$ cat config.mk
export PLATFORM = sky130hd
export DESIGN_NAME = mmst_status_ctrl
export DESIGN_NICKNAME = d
export VERILOG_FILES = /design/src/pkg/mmst_pkg.sv /design/src/pkg/mmst_pin_if.sv /design/src/hw/mmst_pin_sync.sv /design/src/hw/mmst_status_ctrl.sv
export SDC_FILE = /design/constraint.sdc
export NUM_CORES = 1
export LEC_CHECK = 0
export ABC_AREA = 1
export BUFFER_PORTS_ARGS = -buffer_cell sky130_fd_sc_hd__buf_2
export CORE_MARGIN = 2
export CORE_UTILIZATION = 61
export CTS_BUF_LIST = sky130_fd_sc_hd__clkbuf_16
export DETAILED_ROUTE_END_ITERATION = 16
export PLACE_DENSITY_LB_ADDON = 0.25
export REMOVE_ABC_BUFFERS = 1
export SKIP_CTS_REPAIR_TIMING = 1
export SYNTH_ARGS = -nofsm -noshare
export SYNTH_HDL_FRONTEND = slang
export SYNTH_SLANG_ARGS = --single-unit
$ cat constraint.sdc
create_clock -name pclk -period 2.85 [get_ports pclk]
set_clock_uncertainty 0.05 [all_clocks]
set_input_delay 0.1425 -clock pclk [delete_from_list [all_inputs] [get_ports pclk]]
set_output_delay 0.1425 -clock pclk [all_outputs]
set_load 0.02 [all_outputs]
$ cat src/pkg/mmst_pkg.sv
// mmst_pkg: constants, register map and types of the module status and timing block
package mmst_pkg;

   // ----------------------------------------------------------------
   // clock and timing
   // ----------------------------------------------------------------
   localparam int CLK_PERIOD_NS   = 50;
   localparam int T_INIT_MS       = 2000;
   localparam int T_RESET_MIN_US  = 2;
   // least time: round up
   localparam int RESET_MIN_CYC   = (T_RESET_MIN_US * 1000 + CLK_PERIOD_NS - 1) / CLK_PERIOD_NS;
   // longest time: round down
   localparam int INIT_CYC        = int'((64'(T_INIT_MS) * 64'h0f4240) / 64'(CLK_PERIOD_NS));

   // ----------------------------------------------------------------
   // synchronised pins
   // ----------------------------------------------------------------
   localparam int PIN_W   = 4;
   localparam int PIN_RST = 0;
   localparam int PIN_SEL = 1;
   localparam int PIN_LP  = 2;
   localparam int PIN_SCL = 3;
   localparam logic [PIN_W-1:0] PIN_IDLE = 4'hb;

   // ----------------------------------------------------------------
   // register map (byte addresses)
   // ----------------------------------------------------------------
   localparam logic [7:0] ADDR_STATUS  = 8'h00;
   localparam logic [7:0] ADDR_FLAGS   = 8'h04;
   localparam logic [7:0] ADDR_MASK    = 8'h08;
   localparam logic [7:0] ADDR_CONTROL = 8'h0c;
   localparam logic [7:0] ADDR_IRQ_ST  = 8'h10;
   localparam logic [7:0] ADDR_IRQ_EN  = 8'h14;
   localparam logic [7:0] ADDR_IRQ_CLR = 8'h18;

   // fields
   localparam int FLAG_W      = 8;
   localparam int COND_W      = 5;
   localparam int FLAG_RXLOS  = 0;
   localparam int FLAG_TXF    = 1;
   localparam int FLAG_READY  = 7;
   localparam int CTRL_PDOWN  = 0;
   localparam int IRQ_W       = 4;
   localparam logic [FLAG_W-1:0] FLAGS_ALL = 8'hff;

   typedef enum logic [3:0] {
      MMST_ST_HOLD   = 4'b0001,
      MMST_ST_INIT   = 4'b0010,
      MMST_ST_READY  = 4'b0100,
      MMST_ST_LOWPWR = 4'b1000
   } mmst_state_t;

endpackage

$ cat src/pkg/mmst_pin_if.sv
// mmst_pin_if: raw pins in, filtered levels and edges out
`timescale 1ns/10ps
interface mmst_pin_if;
   logic [mmst_pkg::PIN_W-1:0] raw;
   logic [mmst_pkg::PIN_W-1:0] level;
   logic [mmst_pkg::PIN_W-1:0] rise;
   logic [mmst_pkg::PIN_W-1:0] fall;
   modport sync (input raw, output level, output rise, output fall);
   modport user (output raw, input level, input rise, input fall);
endinterface

$ cat src/hw/mmst_pin_sync.sv
// mmst_pin_sync: three-stage pin synchroniser with agreement filter and edge pulses
`timescale 1ns/10ps
module mmst_pin_sync (
   // clock and reset
   input  wire logic     pclk,
   input  wire logic     presetn,
   // pins
   mmst_pin_if.sync      pin
);
   import mmst_pkg::*;

   genvar gi;
   generate
      for (gi = 0; gi < PIN_W; gi++) begin : g_bit
         logic s1_ff, s2_ff, s3_ff;
         logic lvl_ff, rise_ff, fall_ff;
         wire  agree = (s2_ff == s3_ff);

         // first stage feeds only the second
         always_ff @(posedge pclk or negedge presetn) begin
            if (!presetn) begin
               s1_ff   <= PIN_IDLE[gi];
               s2_ff   <= PIN_IDLE[gi];
               s3_ff   <= PIN_IDLE[gi];
               lvl_ff  <= PIN_IDLE[gi];
               rise_ff <= 1'b0;
               fall_ff <= 1'b0;
            end else begin
               s1_ff   <= pin.raw[gi];
               s2_ff   <= s1_ff;
               s3_ff   <= s2_ff;
               lvl_ff  <= agree ? s2_ff : lvl_ff;
               rise_ff <= agree & s2_ff & ~lvl_ff;
               fall_ff <= agree & ~s2_ff & lvl_ff;
            end
         end

         assign pin.level[gi] = lvl_ff;
         assign pin.rise[gi]  = rise_ff;
         assign pin.fall[gi]  = fall_ff;
      end
   endgenerate

endmodule

$ cat src/hw/mmst_status_ctrl.sv
// mmst_status_ctrl: init, reset-pin, flag, attention, select and low-power control
//
// Operation
// become fully functional within 2000 ms of power-on, insertion or reset rise
// reset pin counts only when held low longer than 2 us
// within 2000 ms of power-on clear data-not-ready and assert attention
// after reset pin returns high reach fully functional within 2000 ms
// fully functional means data-not-ready cleared and attention raised for it
// low-power request pin high enters reduced power within 100 us
// any attention condition drives attention line low within 200 ms
// reading a flag clears it; attention released within 500 us after clock fall
// receive loss sets its flag and attention within 100 ms
// transmit fault sets its flag and attention within 200 ms
// other conditions set their flag and attention within 200 ms
// setting a mask bit stops that flag's attention within 100 ms
// clearing a mask bit resumes that flag's attention within 100 ms
// select line low starts serial bus responses within 100 us
// select line released stops serial bus responses within 100 us
// power-down bit set enters reduced power within 100 ms
// power-down bit cleared returns to fully functional within 300 ms
// write effects count from the serial clock fall after the write
// flags latch until read even if the condition has gone
`timescale 1ns/10ps
module mmst_status_ctrl #(
   parameter int INIT_CYCLES = mmst_pkg::INIT_CYC
) (
   // clock and reset
   input  wire logic                          pclk,
   input  wire logic                          presetn,
   // apb slave
   input  wire logic                          psel,
   input  wire logic                          penable,
   input  wire logic                          pwrite,
   input  wire logic [7:0]                    paddr,
   input  wire logic [31:0]                   pwdata,
   output logic      [31:0]                   prdata,
   output logic                               pready,
   output logic                               pslverr,
   // module pins
   input  wire logic                          module_reset_line_n,
   input  wire logic                          module_select_line_n,
   input  wire logic                          low_power_request_pin,
   input  wire logic                          serial_clk_pin,
   output logic                               attention_line_n_o,
   output logic                               attention_line_n_oe,
   // device conditions
   input  wire logic                          rx_los_cond,
   input  wire logic                          tx_fault_cond,
   input  wire logic [mmst_pkg::COND_W-1:0]   other_cond,
   // status outputs
   output logic                               serial_respond_en,
   output logic                               low_power_mode,
   output logic                               irq
);
   import mmst_pkg::*;

   localparam logic [7:0]  RST_CNT_TOP = 8'(RESET_MIN_CYC + 1);
   localparam logic [31:0] INIT_LAST   = 32'(INIT_CYCLES - 1);

   // ----------------------------------------------------------------
   // pin synchronisers
   // ----------------------------------------------------------------
   mmst_pin_if pins ();

   assign pins.raw = {serial_clk_pin, low_power_request_pin,
                      module_select_line_n, module_reset_line_n};

   mmst_pin_sync u_sync (
      .pclk    (pclk),
      .presetn (presetn),
      .pin     (pins.sync)
   );

   wire rst_n_level = pins.level[PIN_RST];
   wire sel_n_level = pins.level[PIN_SEL];
   wire lp_level    = pins.level[PIN_LP];
   wire scl_fall    = pins.fall[PIN_SCL];

   // ----------------------------------------------------------------
   // state and registers
   // ----------------------------------------------------------------
   mmst_state_t       state_ff, nxt_state;
   logic [7:0]        rst_cnt_ff;
   logic [31:0]       init_cnt_ff;
   logic              dnr_ff;
   logic [FLAG_W-1:0] flags_ff, nxt_flags;
   logic [FLAG_W-1:0] rd_clr_pend_ff;
   logic [FLAG_W-1:0] mask_wr_ff, mask_ff;
   logic              pdown_wr_ff, pdown_ff;
   logic              attn_ff;
   logic              respond_ff;
   logic              lowpwr_ff;
   logic [IRQ_W-1:0]  irq_st_ff, irq_en_ff;
   logic [31:0]       prdata_ff;

   // ----------------------------------------------------------------
   // apb decode
   // ----------------------------------------------------------------
   wire setup    = psel & ~penable;
   wire access   = psel & penable;
   wire hit_st   = (paddr == ADDR_STATUS);
   wire hit_fl   = (paddr == ADDR_FLAGS);
   wire hit_mk   = (paddr == ADDR_MASK);
   wire hit_ct   = (paddr == ADDR_CONTROL);
   wire hit_ist  = (paddr == ADDR_IRQ_ST);
   wire hit_ien  = (paddr == ADDR_IRQ_EN);
   wire hit_icl  = (paddr == ADDR_IRQ_CLR);
   wire hit_any  = hit_st | hit_fl | hit_mk | hit_ct | hit_ist | hit_ien | hit_icl;
   wire wr_acc   = access & pwrite & hit_any;
   wire rd_fl    = access & ~pwrite & hit_fl;

   // read data latched in setup so access phase always answers at once
   wire [31:0] rd_mux =
      hit_st  ? {24'h000000, state_ff, 1'b0, respond_ff, lowpwr_ff, dnr_ff} :
      hit_fl  ? {24'h000000, flags_ff} :
      hit_mk  ? {24'h000000, mask_wr_ff} :
      hit_ct  ? {31'h00000000, pdown_wr_ff} :
      hit_ist ? {28'h0000000, irq_st_ff} :
      hit_ien ? {28'h0000000, irq_en_ff} :
                32'h00000000;

   assign pready  = 1'b1;
   assign pslverr = access & ~hit_any;
   assign prdata  = prdata_ff;

   // ----------------------------------------------------------------
   // reset pin filter and state machine
   // ----------------------------------------------------------------
   wire rst_seen   = ~rst_n_level & (rst_cnt_ff == RST_CNT_TOP);
   wire init_done  = (state_ff == MMST_ST_INIT) & (init_cnt_ff == INIT_LAST);
   wire lp_req     = lp_level | pdown_ff;
   wire ready_like = (state_ff == MMST_ST_READY) | (state_ff == MMST_ST_LOWPWR);

   // low time is counted on the filtered level, so single-sample glitches never start it
   always_ff @(posedge pclk or negedge presetn) begin
      if (!presetn) begin
         rst_cnt_ff <= 8'h00;
      end else if (rst_n_level) begin
         rst_cnt_ff <= 8'h00;
      end else if (rst_cnt_ff != RST_CNT_TOP) begin
         rst_cnt_ff <= rst_cnt_ff + 8'h01;
      end
   end

   // next state; a recognised reset overrides everything
   always_comb begin
      nxt_state = state_ff;
      case (state_ff)
         MMST_ST_HOLD:   if (rst_n_level) nxt_state = MMST_ST_INIT;
         MMST_ST_INIT:   if (init_done) nxt_state = MMST_ST_READY;
         MMST_ST_READY:  if (lp_req) nxt_state = MMST_ST_LOWPWR;
         MMST_ST_LOWPWR: if (!lp_req) nxt_state = MMST_ST_READY;
         default:        nxt_state = MMST_ST_INIT;
      endcase
      if (rst_seen) begin
         nxt_state = MMST_ST_HOLD;
      end
   end

   // power-on release lands in init directly
   always_ff @(posedge pclk or negedge presetn) begin
      if (!presetn) begin
         state_ff    <= MMST_ST_INIT;
         init_cnt_ff <= 32'h00000000;
         dnr_ff      <= 1'b1;
         lowpwr_ff   <= 1'b0;
      end else begin
         state_ff    <= nxt_state;
         init_cnt_ff <= (state_ff == MMST_ST_INIT) ? init_cnt_ff + 32'h00000001 : 32'h00000000;
         dnr_ff      <= (nxt_state == MMST_ST_HOLD) | (dnr_ff & ~init_done);
         lowpwr_ff   <= (nxt_state == MMST_ST_LOWPWR);
      end
   end

   // ----------------------------------------------------------------
   // flags, mask and attention line
   // ----------------------------------------------------------------
   wire [FLAG_W-1:0] flag_set  = {init_done, other_cond, tx_fault_cond, rx_los_cond};
   wire [FLAG_W-1:0] clr_now   = scl_fall ? rd_clr_pend_ff : '0;
   wire              attn_act  = |(flags_ff & ~mask_ff);
   wire              flag_new  = |(flag_set & ~flags_ff);

   // set wins over a clear in the same cycle; cleared while reset is recognised
   always_comb begin
      nxt_flags = (flags_ff & ~clr_now) | flag_set;
      if (state_ff == MMST_ST_HOLD) begin
         nxt_flags = '0;
      end
   end

   // mask and control writes and read-clears take effect at the next serial clock fall;
   // a stopped clock leaves them pending, which is the intended timing origin
   always_ff @(posedge pclk or negedge presetn) begin
      if (!presetn) begin
         flags_ff       <= '0;
         rd_clr_pend_ff <= '0;
         mask_wr_ff     <= '0;
         mask_ff        <= '0;
         pdown_wr_ff    <= 1'b0;
         pdown_ff       <= 1'b0;
         attn_ff        <= 1'b0;
      end else begin
         flags_ff       <= nxt_flags;
         rd_clr_pend_ff <= (rd_clr_pend_ff & ~clr_now) | (rd_fl ? prdata_ff[FLAG_W-1:0] : '0);
         mask_wr_ff     <= (wr_acc & hit_mk) ? pwdata[FLAG_W-1:0] : mask_wr_ff;
         pdown_wr_ff    <= (wr_acc & hit_ct) ? pwdata[CTRL_PDOWN] : pdown_wr_ff;
         mask_ff        <= scl_fall ? mask_wr_ff : mask_ff;
         pdown_ff       <= scl_fall ? pdown_wr_ff : pdown_ff;
         attn_ff        <= attn_act;
      end
   end

   // open drain: only ever pulls low
   assign attention_line_n_o  = 1'b0;
   assign attention_line_n_oe = attn_ff;

   // ----------------------------------------------------------------
   // serial bus gating, interrupt, read data
   // ----------------------------------------------------------------
   // low-power change taken from the next state: the registered copy always equals state_ff
   wire [IRQ_W-1:0] irq_evt = {(nxt_state == MMST_ST_LOWPWR) ^ lowpwr_ff, flag_new,
                               rst_seen & (state_ff != MMST_ST_HOLD), init_done};
   wire [IRQ_W-1:0] irq_clr = (wr_acc & hit_icl) ? pwdata[IRQ_W-1:0] : '0;

   // no bus responses until initialisation finishes
   always_ff @(posedge pclk or negedge presetn) begin
      if (!presetn) begin
         respond_ff <= 1'b0;
         irq_st_ff  <= '0;
         irq_en_ff  <= '0;
         prdata_ff  <= 32'h00000000;
      end else begin
         respond_ff <= ~sel_n_level & ready_like;
         irq_st_ff  <= (irq_st_ff & ~irq_clr) | irq_evt;
         irq_en_ff  <= (wr_acc & hit_ien) ? pwdata[IRQ_W-1:0] : irq_en_ff;
         prdata_ff  <= setup ? rd_mux : prdata_ff;
      end
   end

   assign serial_respond_en = respond_ff;
   assign low_power_mode    = lowpwr_ff;
   assign irq               = |(irq_st_ff & irq_en_ff);

   logic [31:0]       init_age_ff;
   logic [FLAG_W-1:0] kept_ff;

   // helper: cycles since leaving hold or power-on, and flags that must survive
   always_ff @(posedge pclk or negedge presetn) begin
      if (!presetn) begin
         init_age_ff <= 32'h00000000;
         kept_ff     <= '0;
      end else begin
         init_age_ff <= (state_ff == MMST_ST_HOLD) ? 32'h00000000 : init_age_ff + 32'h00000001;
         kept_ff     <= flags_ff & ~clr_now;
      end
   end
endmodule

=== Yosys cells after proc, flatten, opt, wreduce, memory -nomap -nowiden ===
Index checks and enable logic that the tools add are counted.

* Add/sub/neg operators: 2
* Equal/unequal tests: 20
* Mux-type cells: 19
* Bitwise gates (word level): 48
* Reduce and logical (&&, ||, !) cells: 5

{| class="wikitable"
|+ Operators with widths
! kind !! count
|-
| $mux W8 || 8
|-
| $mux W4 || 9
|-
| $add A32 B1 Y32 const B || 1
|-
| $and A8 B8 Y8 || 4
|-
| $eq A32 B26 Y1 const B || 1
|-
| $mux W32 || 1
|-
| $eq A8 B5 Y1 const B || 3
|-
| $not A8 Y8 || 3
|-
| $and A1 B1 Y1 || 18
|-
| $eq A8 B4 Y1 const B || 2
|-
| $or A8 B8 Y8 || 2
|-
| $pmux W4 S4 || 1
|-
| $reduce_or A8 Y1 || 2
|-
| $or A1 B1 Y1 || 9
|-
| $add A8 B1 Y8 const B || 1
|-
| $and A4 B4 Y4 || 2
|-
| $eq A4 B1 Y1 const B || 2
|-
| $eq A4 B4 Y1 const B || 2
|-
| $eq A8 B3 Y1 const B || 1
|-
| $eq A8 B6 Y1 const B || 1
|-
| $logic_not A8 Y1 || 1
|-
| $ne A8 B6 Y1 const B || 1
|-
| $not A1 Y1 || 7
|-
| $eq A1 B1 Y1 || 4
|-
| other kinds (8) || 8
|}

* Flip-flop bits (word level): 139
* Input port bits: 56

=== Logic depth before layout (Yosys ltp) ===
Gate-level depths: netlist of the first run.

* Word-level depth: 13
* Gate-level depth with buffers: 9
* Mapped depth without buffers: 9

=== Cells and area by module ===
From an unflattened synthesis of the first run, not the netlist that was laid out.

* Cells, all modules: 805
* Area total of the unflattened synthesis: 6388.6 um2

{| class="wikitable"
|+ By module, submodules not included
! module !! times used !! cells each !! area an instance (um2)
|-
| mmst_status_ctrl || 1 || 721 || 5432.7
|-
| mmst_pin_sync || 1 || 84 || 955.9
|}

=== Worst setup path after synthesis of the first run ===
No wires, ideal clock.

* Path kind: register to register
* Start: register init_cnt_ff[0]
* End: register init_cnt_ff[22]
* Arrival time: 1.292 ns
* Setup slack: 1.387 ns
* Cell stages (with the launch flop): 8
* Buffers on the path: 0
* Period minus slack after synthesis: 1.463 ns
* Path through: dfrtp_1 > ha_1 > nand3_2 > inv_2 > nand3_1 > nor3_1 > xor2_1 > nor2_1

* Word-level cells in the longest chain between the ends: 2

{| class="wikitable"
|+ RTL lines
! what !! line !! RTL
|-
| start: declaration || mmst_status_ctrl.sv:84 || <nowiki>logic [31:0] init_cnt_ff;</nowiki>
|-
| start signal: assignment || mmst_status_ctrl.sv:169 || <nowiki>init_cnt_ff <= (state_ff == MMST_ST_INIT) ? init_cnt_ff + 32'h00000001 : 32'h00000000;</nowiki>
|-
| $add A32 B1 Y32 || mmst_status_ctrl.sv:169 ||
|-
| $mux W32 || mmst_status_ctrl.sv:169 ||
|}

No other way between the ends.
A chain may end at the register's enable or synchronous reset.

=== Worst setup path in the final report of the first run ===
* Start: register state_ff[2]
* End: register init_cnt_ff[4]

* Word-level cells in the longest chain between the ends: 2

{| class="wikitable"
|+ RTL lines
! what !! line !! RTL
|-
| start: declaration || mmst_status_ctrl.sv:82 || <nowiki>mmst_state_t state_ff, nxt_state;</nowiki>
|-
| start signal: assignment || mmst_status_ctrl.sv:168 || <nowiki>state_ff <= nxt_state;</nowiki>
|-
| $eq A4 B2 Y1 || mmst_status_ctrl.sv:169 ||
|-
| $mux W32 || mmst_status_ctrl.sv:169 ||
|}

No other way between the ends.

==> results of run 1 <==
==> registers in the layout, summed over array words and instances (netlist names), 4 cells and up <==
signal               count
u_sync.g_bit.s2_ff       4
rst_cnt_ff               8
init_cnt_ff             32
u_sync.g_bit.s1_ff       4
irq_en_ff                4
prdata                   8
flags_ff                 8
u_sync.g_bit.s3_ff       4
mask_wr_ff               8
u_sync.g_bit.lvl_ff      4
state_ff                 4
rd_clr_pend_ff           8
mask_ff                  8
irq_st_ff                4
==> power breakdown <==
group / leakage (nW) / switching, mW / total (mW) / internal, mW
Clock: 0.299 / 0.754 / 2.21 / 1.45
Sequential: 1.47 / 0.0460 / 1.74 / 1.69
Combinational: 1.61 / 0.161 / 0.243 / 0.0821
Total: 3.38 / 0.961 / 4.19 / 3.23
==> routing by layer <==
layer	vias up	track usage	part of all wire
met1	2478	0.3691	0.43
li1	2541	-	-
met2	208	0.4585	0.49
met5	-	0	0
met3	25	0.06989	0.065
met4	0	0.09413	0.019
==> final timing paths <==
check | slack (ps) | cells past startpoint | startpoint | to
setup / recovery | 800 | 6 | state_ff[2] | init_cnt_ff[4]
setup reg to reg | 800 | 6 | state_ff[2] | init_cnt_ff[4]
hold / removal | 30 | 3 | penable | prdata[3]
max in group asynchronous | 1690 | 3 | presetn | mask_ff[3]
min in group asynchronous | 300 | 2 | presetn | attention_line_n_oe
hold reg to reg | 300 | 0 | u_sync.g_bit[2].s1_ff | u_sync.g_bit[2].s2_ff
==> Yosys cell counts (all sizes together) <==
cell type and number:
o211ai 2, xnor2 5, maj3 3, nand3 44, o22ai 7, a221o 1, nand3b 1, dfrtp 101
nor2 112, nor4 1, ha 4, nand4 20, nor3 18, nand2 203, a21oi 18, a31oi 2
clkbuf 5, conb 2, xor2 9, o21ai 47, inv 110, a221oi 2, buf 34, a22o 1
dfstp 14, nor3b 4, a21boi 1
==> logic make-up after synthesis <==
| kind of cell | synth area share |
|---|---|
| adder cells (fa/ha/maj) | 0.01331 |
| buffers and inverters | 0.1134 |
| AO/OA/AOI/OAI | 0.07323 |
| other | 0.001249 |
| XOR/XNOR | 0.02039 |
| AND/OR/NAND/NOR | 0.2971 |
| flip-flops | 0.4814 |
==> cells in the final DEF, fill, tap and decap left out, drive strengths merged <==
cell,Yosys,routed
clkinv,0,3
buf,34,49
a221oi,2,2
nand3b,1,1
a21boi,1,1
xor2,9,9
inv,110,114
ha,4,4
nand2,203,203
clkbuf,5,17
o211ai,2,2
dlygate4sd3,0,20
maj3,3,3
nand4,20,20
nor2,112,112
a31oi,2,2
nor3b,4,4
a221o,1,1
o21ai,47,47
nor3,18,18
a21oi,18,18
bufinv,0,4
dfstp,14,14
xnor2,5,5
dfrtp,101,101
nor4,1,1
a22o,1,1
conb,2,26
clkinvlp,0,4
o22ai,7,7
nand3,44,44
==> worst max-delay path, cell delays in order, from the launching register on <==
cell,delay (ps)
dfrtp_1,400
nor2_1,220
nand3_1,470
buf_4,400
inv_1,170
o21ai_0,120
a21oi_1,140
==> final cells by class <==
cell class / count / area share
clock buffer: 17 / 0.05998
clock inverter: 15 / 0.02717
inverter: 110 / 0.05821
multi-input combinational: 531 / 0.3563
sequential: 115 / 0.4082
tap: 133 / 0.02346
timing repair buffer: 69 / 0.06668
==> through the flow <==
stage / cells / area [um2]
after floorplan: 756 / 5836
after detailed placement: 938 / 6275
after CTS: 970 / 6893
after global placement: 938 / 6275
after global routing: 990 / 7093
final: 990 / 7093
==> metrics, run 1 <==
Synth Cell Area=roughly 6000 um2; setup TNS=0 ps; Final #Nets=904; vias in the first global route=4854; Initial Util=0.6211; Power Total=roughly 4.2 mW; distinct cell type count after synthesis=38; Row Count=36; kind of end point of the critical path=flop; first-pass GRT wire length=22.67 mm; status=finished clean; slew of the pin with the lowest slew margin=787.8 ps; Clock Sinks=between 100 and 150; IO Pins=95; Initial DRC Count=361; Setup crit start kind=flop; Final ANT Viol Nets=0; final weighted congestion in routability-driven placement=just over 1; register area=between 2000 and 3000 um2; Slew Viols, Final=0; Yosys warnings=0; top-area cell type share of the netlist area=0.4202; Fmax=487.3 MHz; Ant. Diodes=0; Die Y=between 100 and 150 um; critical path arrival=approximately 2300 ps; worst setup path category=flop to flop; RSZ-0062 raised after global routing=false; Clk Latency, worst-skew pair=410 ps; # DRC=0; Worst EP required=~3100 ps; leakage=3.380 nW; Max-Cap Viols=0; worst setup margin=approximately 800 ps; #FFs+latches synth=approximately 120; Mean Syn Cell Area=about 7.8 um2; post-place setup slack=865.5 ps; multi-input logic area=~2500 um2; number of CTS-inserted buffers=17; fin crit period=2052 ps; layout cells sized above 1=0.1424; CTS tree=built; wire per inst=about 14 um; vias per inst=around 5.3; Synth area leader=dfrtp_1; DR vias=around 5.3k; pwr dens=approximately 590 nW/um2; first drt pass iteration count=5; hpwl dp=approximately 10 mm; largest net degree at the start of global routing=a little over 60; crit-path max FO=17; hold_ws=approximately 29 ps; Port Buffers=44; Post-Route Utilization=0.7324; gr ovfl total=0; final hold violations=0; Core Area=9684 um2; initial antenna violation count=0; Worst VDD drop=about 0.5 mV; total length of routed wires=between 10 and 15 mm; HP Class=primary input to flop; root buf cell=clkbuf_16; relative slew slack=0.4742; fill count=between 700 and 800; DIE WIDTH=~100 um; Clock transition at path regs=60 ps; post-synthesis sequential area ratio=0.4814; Layout Area Growth over Synthesis=17.93%; Area contributors post-synth=dfrtp_1 (42%), nand2_1 (12%), inv_1 (6.7%); Clock Path Buffers=2; depth of the CTS H-tree=4; die footprint=approximately 11000 um2; # setup viols final=0; GRT Total Usage=0.2804; Mapped Cells=about 770; Final Cycle Share=0.7200
Note: power is estimated with default switching activity, not from simulation.
==> run 2, diff against run 1 <==
- CORE_UTILIZATION: 61 -> 52
- clock period: 2.85 -> 1.8 ns (I/O delays scaled with it)
==> metrics, run 2 (synthesis gave the netlist of run 1 again) <==
status=finished clean (unchanged); hpwl dp=10.23 mm (was 10.01 mm); crit-path max FO=6 (was 17); relative slew slack=0.5987 (was 0.4742); critical path arrival=1930 ps (was 2330 ps); vias per inst=5.179 (was 5.305); number of CTS-inserted buffers=17 (unchanged); Fmax=606.5 MHz (was 487.3 MHz); Port Buffers=44 (unchanged); most common cell after layout, fill and taps aside=nand2_1 (unchanged); Max-Cap Viols=0 (unchanged); IO Pins=95 (unchanged); Biggest register=init_cnt_ff (unchanged); kind of end point of the critical path=flop (unchanged); CP delay by family, top=simple AND/OR/NAND/NOR gates (unchanged); Final #Nets=913 (was 904); fin crit period=1649 ps (was 2052 ps); Die Y=111.5 um (was 103.3 um); # DRC=0 (unchanged); initial antenna violation count=0 (unchanged); Final ANT Viol Nets=0 (unchanged); Initial DRC Count=478 (was 361); Worst EP required=2080 ps (was 3130 ps); DIE WIDTH=111.5 um (was 103.3 um); # setup viols final=0 (unchanged); Initial Util=0.5290 (was 0.6211); crit-path max cell delay=390 ps (was 470 ps); hold_ws=89.27 ps (was 28.50 ps); Slowest-stage cell, CP=dfrtp_1 (was nand3_1); Placed Instances=953 (was 938); multi-input logic area=2542 um2 (was 2527 um2); total length of routed wires=14.23 mm (was 14.14 mm); Worst VDD drop=0.9557 mV (was 0.4995 mV); largest net degree at the start of global routing=116 (was 61); final instance area=7208 um2 (was 7093 um2); Clock transition at path regs=60 ps (about the same); post-place setup slack=105.6 ps (was 865.5 ps); depth of the CTS H-tree=4 (unchanged); final weighted congestion in routability-driven placement=0.9189 (was 1.008); Cell Count, Final, Fillers Out=1009 (was 990); worst path cell trace=ha_2, nand3_4, nor4_2, nand3_1, o21ai_1 (was nor2_1, nand3_1, buf_4, inv_1, o21ai_0, a21oi_1); HP Class=primary input to flop (unchanged); root buf cell=clkbuf_16 (unchanged); leakage=3.412 nW (was 3.380 nW); CTS tree=built (unchanged); Clk Latency, worst-skew pair=420 ps (was 410 ps); Core Area=11370 um2 (was 9684 um2); most frequent cells in the layout=nand2_1 (200), inv_1 (107), dfrtp_1 (101) (was nand2_1 (200), inv_1 (110), dfrtp_1 (101)); Row Count=39 (was 36); worst setup path category=flop to flop (unchanged); Layout Area Growth over Synthesis=19.85% (was 17.93%); DR vias=5226 (was 5252); slew of the pin with the lowest slew margin=601.9 ps (was 787.8 ps); gr ovfl total=0 (unchanged); wire per inst=14.10 um (was 14.28 um); worst setup margin=151.1 ps (was 797.9 ps); GRT Total Usage=0.2353 (was 0.2804); Largest register FFs=32 (unchanged); Clock Path Buffers=2 (unchanged); Setup crit start kind=flop (unchanged); vias in the first global route=4941 (was 4854); number of buffers and inverters on the critical path=0 (was 2); die footprint=12440 um2 (was 10670 um2); Final Cycle Share=0.9160 (was 0.7200); Post-DP Area=6325 um2 (was 6275 um2); Slew Viols, Final=0 (unchanged); register area=2895 um2 (unchanged); pwr dens=930.0 nW/um2 (was 590.2 nW/um2); fill count=997 (was 723); Ant. Diodes=0 (unchanged); Clock Sinks=115 (unchanged); final hold violations=0 (unchanged); first-pass GRT wire length=23.24 mm (was 22.67 mm); layout cells sized above 1=0.1547 (was 0.1424); first drt pass iteration count=5 (unchanged)
==> run 2: cell type report <==
class	count	share of cell area
Inverter	110	0.05728
Tap cell	143	0.02482
Clock buffer	17	0.05902
Clock inverter	15	0.02881
Sequential cell	115	0.4017
Timing Repair Buffer	78	0.07568
Multi-Input combinational cell	531	0.3527
==> run 2: power by group <==
part	internal, mW	leakage (nW)	switching, mW	total [mW]
clock network	2.32	0.296	1.23	3.56
registers	2.68	1.47	0.0667	2.74
logic	0.137	1.64	0.266	0.403
total	5.14	3.41	1.57	6.70
==> run 2: final timing paths <==
check                                 startpoint                    end  slack, ps  depth (start not counted)
setup reg to reg                  init_cnt_ff[0]            state_ff[2]        150                          5
max in group asynchronous                presetn               pdown_ff       1000                          3
setup / recovery                  init_cnt_ff[0]            state_ff[2]        150                          5
hold / removal                            pwrite           irq_st_ff[0]         90                          4
min in group asynchronous                presetn              prdata[6]        260                          3
hold reg to reg            u_sync.g_bit[2].s1_ff  u_sync.g_bit[2].s2_ff        300                          0
==> run 2: per-layer routing <==
metal	GRT usage	vias to the layer above	wire length [um]
met1	0.3018	2468	6073
met5	0	-	0
li1	-	2547	-
met2	0.3760	178	6942
met3	0.07295	33	878
met4	0.09218	0	337
==> run 2: tightest hold or removal path, cell delays in order <==
cell and delay [ps]:
buf_2 110, nand4_1 150, o21ai_0 100, nand2_1 60
==> run 2: per-stage QoR <==
step / power, mW / setup TNS, ps / util
floorplan: 2.972 / 0 / -
global placement: 3.133 / 0 / 0.5563
detailed placement: 3.148 / 0 / 0.5563
CTS: 6.724 / 0 / 0.6120
global route: 6.948 / -7.578 / 0.6340
finish: 6.703 / 0 / 0.6340
==> run 3, diff against run 2 <==
- CORE_ASPECT_RATIO: default -> 1.1
- CORE_UTILIZATION: 52 -> 57
- RECOVER_POWER: default -> 100
- clock period: 1.8 -> 1.7 ns (I/O delays scaled with it)
==> metrics, run 3 (synthesis gave the netlist of run 1 again) <==
status=complete, but fails checks (was finished clean); failing checks=hold timing; HP Class=primary input to flop (unchanged); leakage=3.373 nW (was 3.412 nW); Worst VDD drop=0.7700 mV (was 0.9557 mV); Placed Instances=959 (was 953); fin crit period=around 1600 ps; vias per inst=5.211 (was 5.179); Fmax=617.1 MHz; most common cell after layout, fill and taps aside=nand2_1 (unchanged); relative slew slack=0.1841 (was 0.5987); Clock Sinks=115 (unchanged); Layout Area Growth over Synthesis=20.30% (was 19.85%); Cell Count, Final, Fillers Out=1014 (was 1009); slew of the pin with the lowest slew margin=1224 ps (was 601.9 ps); DR vias=5284 (was 5226); hold_ws=-21.14 ps (was 89.27 ps); depth of the CTS H-tree=4 (unchanged); Row Count=39 (unchanged); multi-input logic area=2589 um2 (was 2542 um2); worst reg2reg path startpoint=init_cnt_ff[7] (was init_cnt_ff[0]); kind of end point of the critical path=flop (unchanged); Ant. Diodes=0 (unchanged); final hold violations=1 (was 0); hold wc startpoint=psel (was pwrite); final weighted congestion in routability-driven placement=0.9504 (was 0.9189); initial antenna violation count=0 (unchanged); CTS tree=built (unchanged); Final #Nets=918 (was 913); Port Buffers=44 (unchanged); root buf cell=clkbuf_16 (unchanged); largest net degree at the start of global routing=38 (was 116); Largest register FFs=32 (unchanged); # setup viols final=0 (unchanged); Clk Latency, worst-skew pair=420 ps (about the same); die footprint=11390 um2 (was 12440 um2); crit-path max FO=16 (was 6); number of CTS-inserted buffers=17 (unchanged); Setup crit start kind=primary input (was flop); Final ANT Viol Nets=0 (unchanged); Slew Viols, Final=0 (unchanged); Die Y=111.7 um (was 111.5 um); Clock transition at path regs=50 ps (was 60 ps); Core Area=10340 um2 (was 11370 um2); GRT Total Usage=0.2638 (was 0.2353); IO Pins=95 (unchanged); critical path arrival=1870 ps (was 1930 ps); Initial DRC Count=375 (was 478); Reg2Reg Setup Slack=90 ps (was 150 ps); wire per inst=14.31 um (was 14.10 um); Final Cycle Share=0.9532; vias in the first global route=4944 (was 4941); # DRC=0 (unchanged); Max-Cap Viols=0 (unchanged); DIE WIDTH=101.9 um (was 111.5 um); hold depth=4 (unchanged); Biggest register=init_cnt_ff (unchanged); WHS Endpoint=prdata[3] (was irq_st_ff[0]); gr ovfl total=0 (unchanged); Worst EP required=1950 ps (was 2080 ps); hpwl dp=10.35 mm (was 10.23 mm); most frequent cells in the layout=nand2_1 (200), inv_1 (110), dfrtp_1 (97) (was nand2_1 (200), inv_1 (107), dfrtp_1 (101)); total length of routed wires=14.51 mm (was 14.23 mm); Initial Util=0.5814 (was 0.5290); first-pass GRT wire length=23.02 mm (was 23.24 mm); register area=2900 um2 (was 2895 um2); worst setup path category=primary input to flop (was flop to flop); fill count=854 (was 997); R2R Path End=init_cnt_ff[27] (was state_ff[2]); Clock Path Buffers=2 (unchanged); R2R depth=8 (was 5); first drt pass iteration count=5 (unchanged); layout cells sized above 1=0.1389 (was 0.1547); pwr dens=968.1 nW/um2 (was 930.0 nW/um2)
## run 3: cell count changes in the layout (fill, tap and decap cells not counted), moves of 3 or more
cell,previous run,this run
clkbuf_1,0,17
buf_2,43,31
clkinv_1,0,4
dfrtp_1,101,97
dfrtp_2,0,4
buf_4,12,9
clkinv_4,4,1
dfstp_1,0,3
dfstp_2,14,11
inv_1,107,110
nor2_4,4,7
## run 3: how the worst max path moves through the flow
stage | from | slack (ps) | endpoint | cells past startpoint
2_1_floorplan | state_ff[2] | -80 | flags_ff[7] | 5
3_3_place_gp | init_cnt_ff[0] | 100 | init_cnt_ff[22] | 7
3_5_place_dp | init_cnt_ff[0] | 30 | init_cnt_ff[22] | 7
4_1_cts | rst_cnt_ff[1] | -30 | irq_st_ff[3] | 8
5_1_grt | rst_cnt_ff[1] | -20 | irq_st_ff[3] | 8
6_report | penable | 80 | mask_wr_ff[0] | 8
## run 3: layout make-up
class,instances,area share
Tap cell,143,0.02473
Clock buffer,17,0.05879
Clock inverter,15,0.02421
Multi-Input combinational cell,531,0.3578
Timing Repair Buffer,83,0.07660
Sequential cell,115,0.4008
Inverter,110,0.05706
## run 3: worst max-delay path, cell delays in order
cell	delay, ps
dlygate4sd3_1	530
buf_2	150
nand2_1	80
nor2_2	80
clkbuf_2	350
nand3_1	340
nand2_1	180
nand2_1	70
## run 3: stage by stage
stage | worst slack, ps | setup TNS [ps] | cell area [um2] | util | power (mW)
2_1_floorplan | -75.59 | -324.8 | 5836 | - | 3.146
3_3_place_gp | 102.6 | 0 | 6382 | 0.6170 | 3.337
3_5_place_dp | 31.62 | 0 | 6382 | 0.6170 | 3.354
4_1_cts | -30.24 | -30.24 | 6983 | 0.6750 | 6.988
5_1_grt | -21.79 | -32.89 | 7236 | 0.6994 | 7.229
6_report | 79.59 | 0 | 7236 | 0.6994 | 7.005
## run 3: power breakdown
group	switching (mW)	leakage [nW]	internal, mW
clock	1.22	0.297	2.41
combinational	0.302	1.61	0.172
sequential	0.0683	1.46	2.83
total	1.59	3.37	5.41
## run 3: metal layers
| layer | track usage | up-vias | wire length (um) | share of wire |
|---|---|---|---|---|
| met5 | 0 | - | 0 | 0 |
| met4 | 0.1236 | 0 | 463 | 0.032 |
| met3 | 0.07031 | 43 | 795 | 0.055 |
| met2 | 0.4272 | 191 | 7281 | 0.50 |
| met1 | 0.3272 | 2489 | 5967 | 0.41 |
| li1 | - | 2561 | - | - |
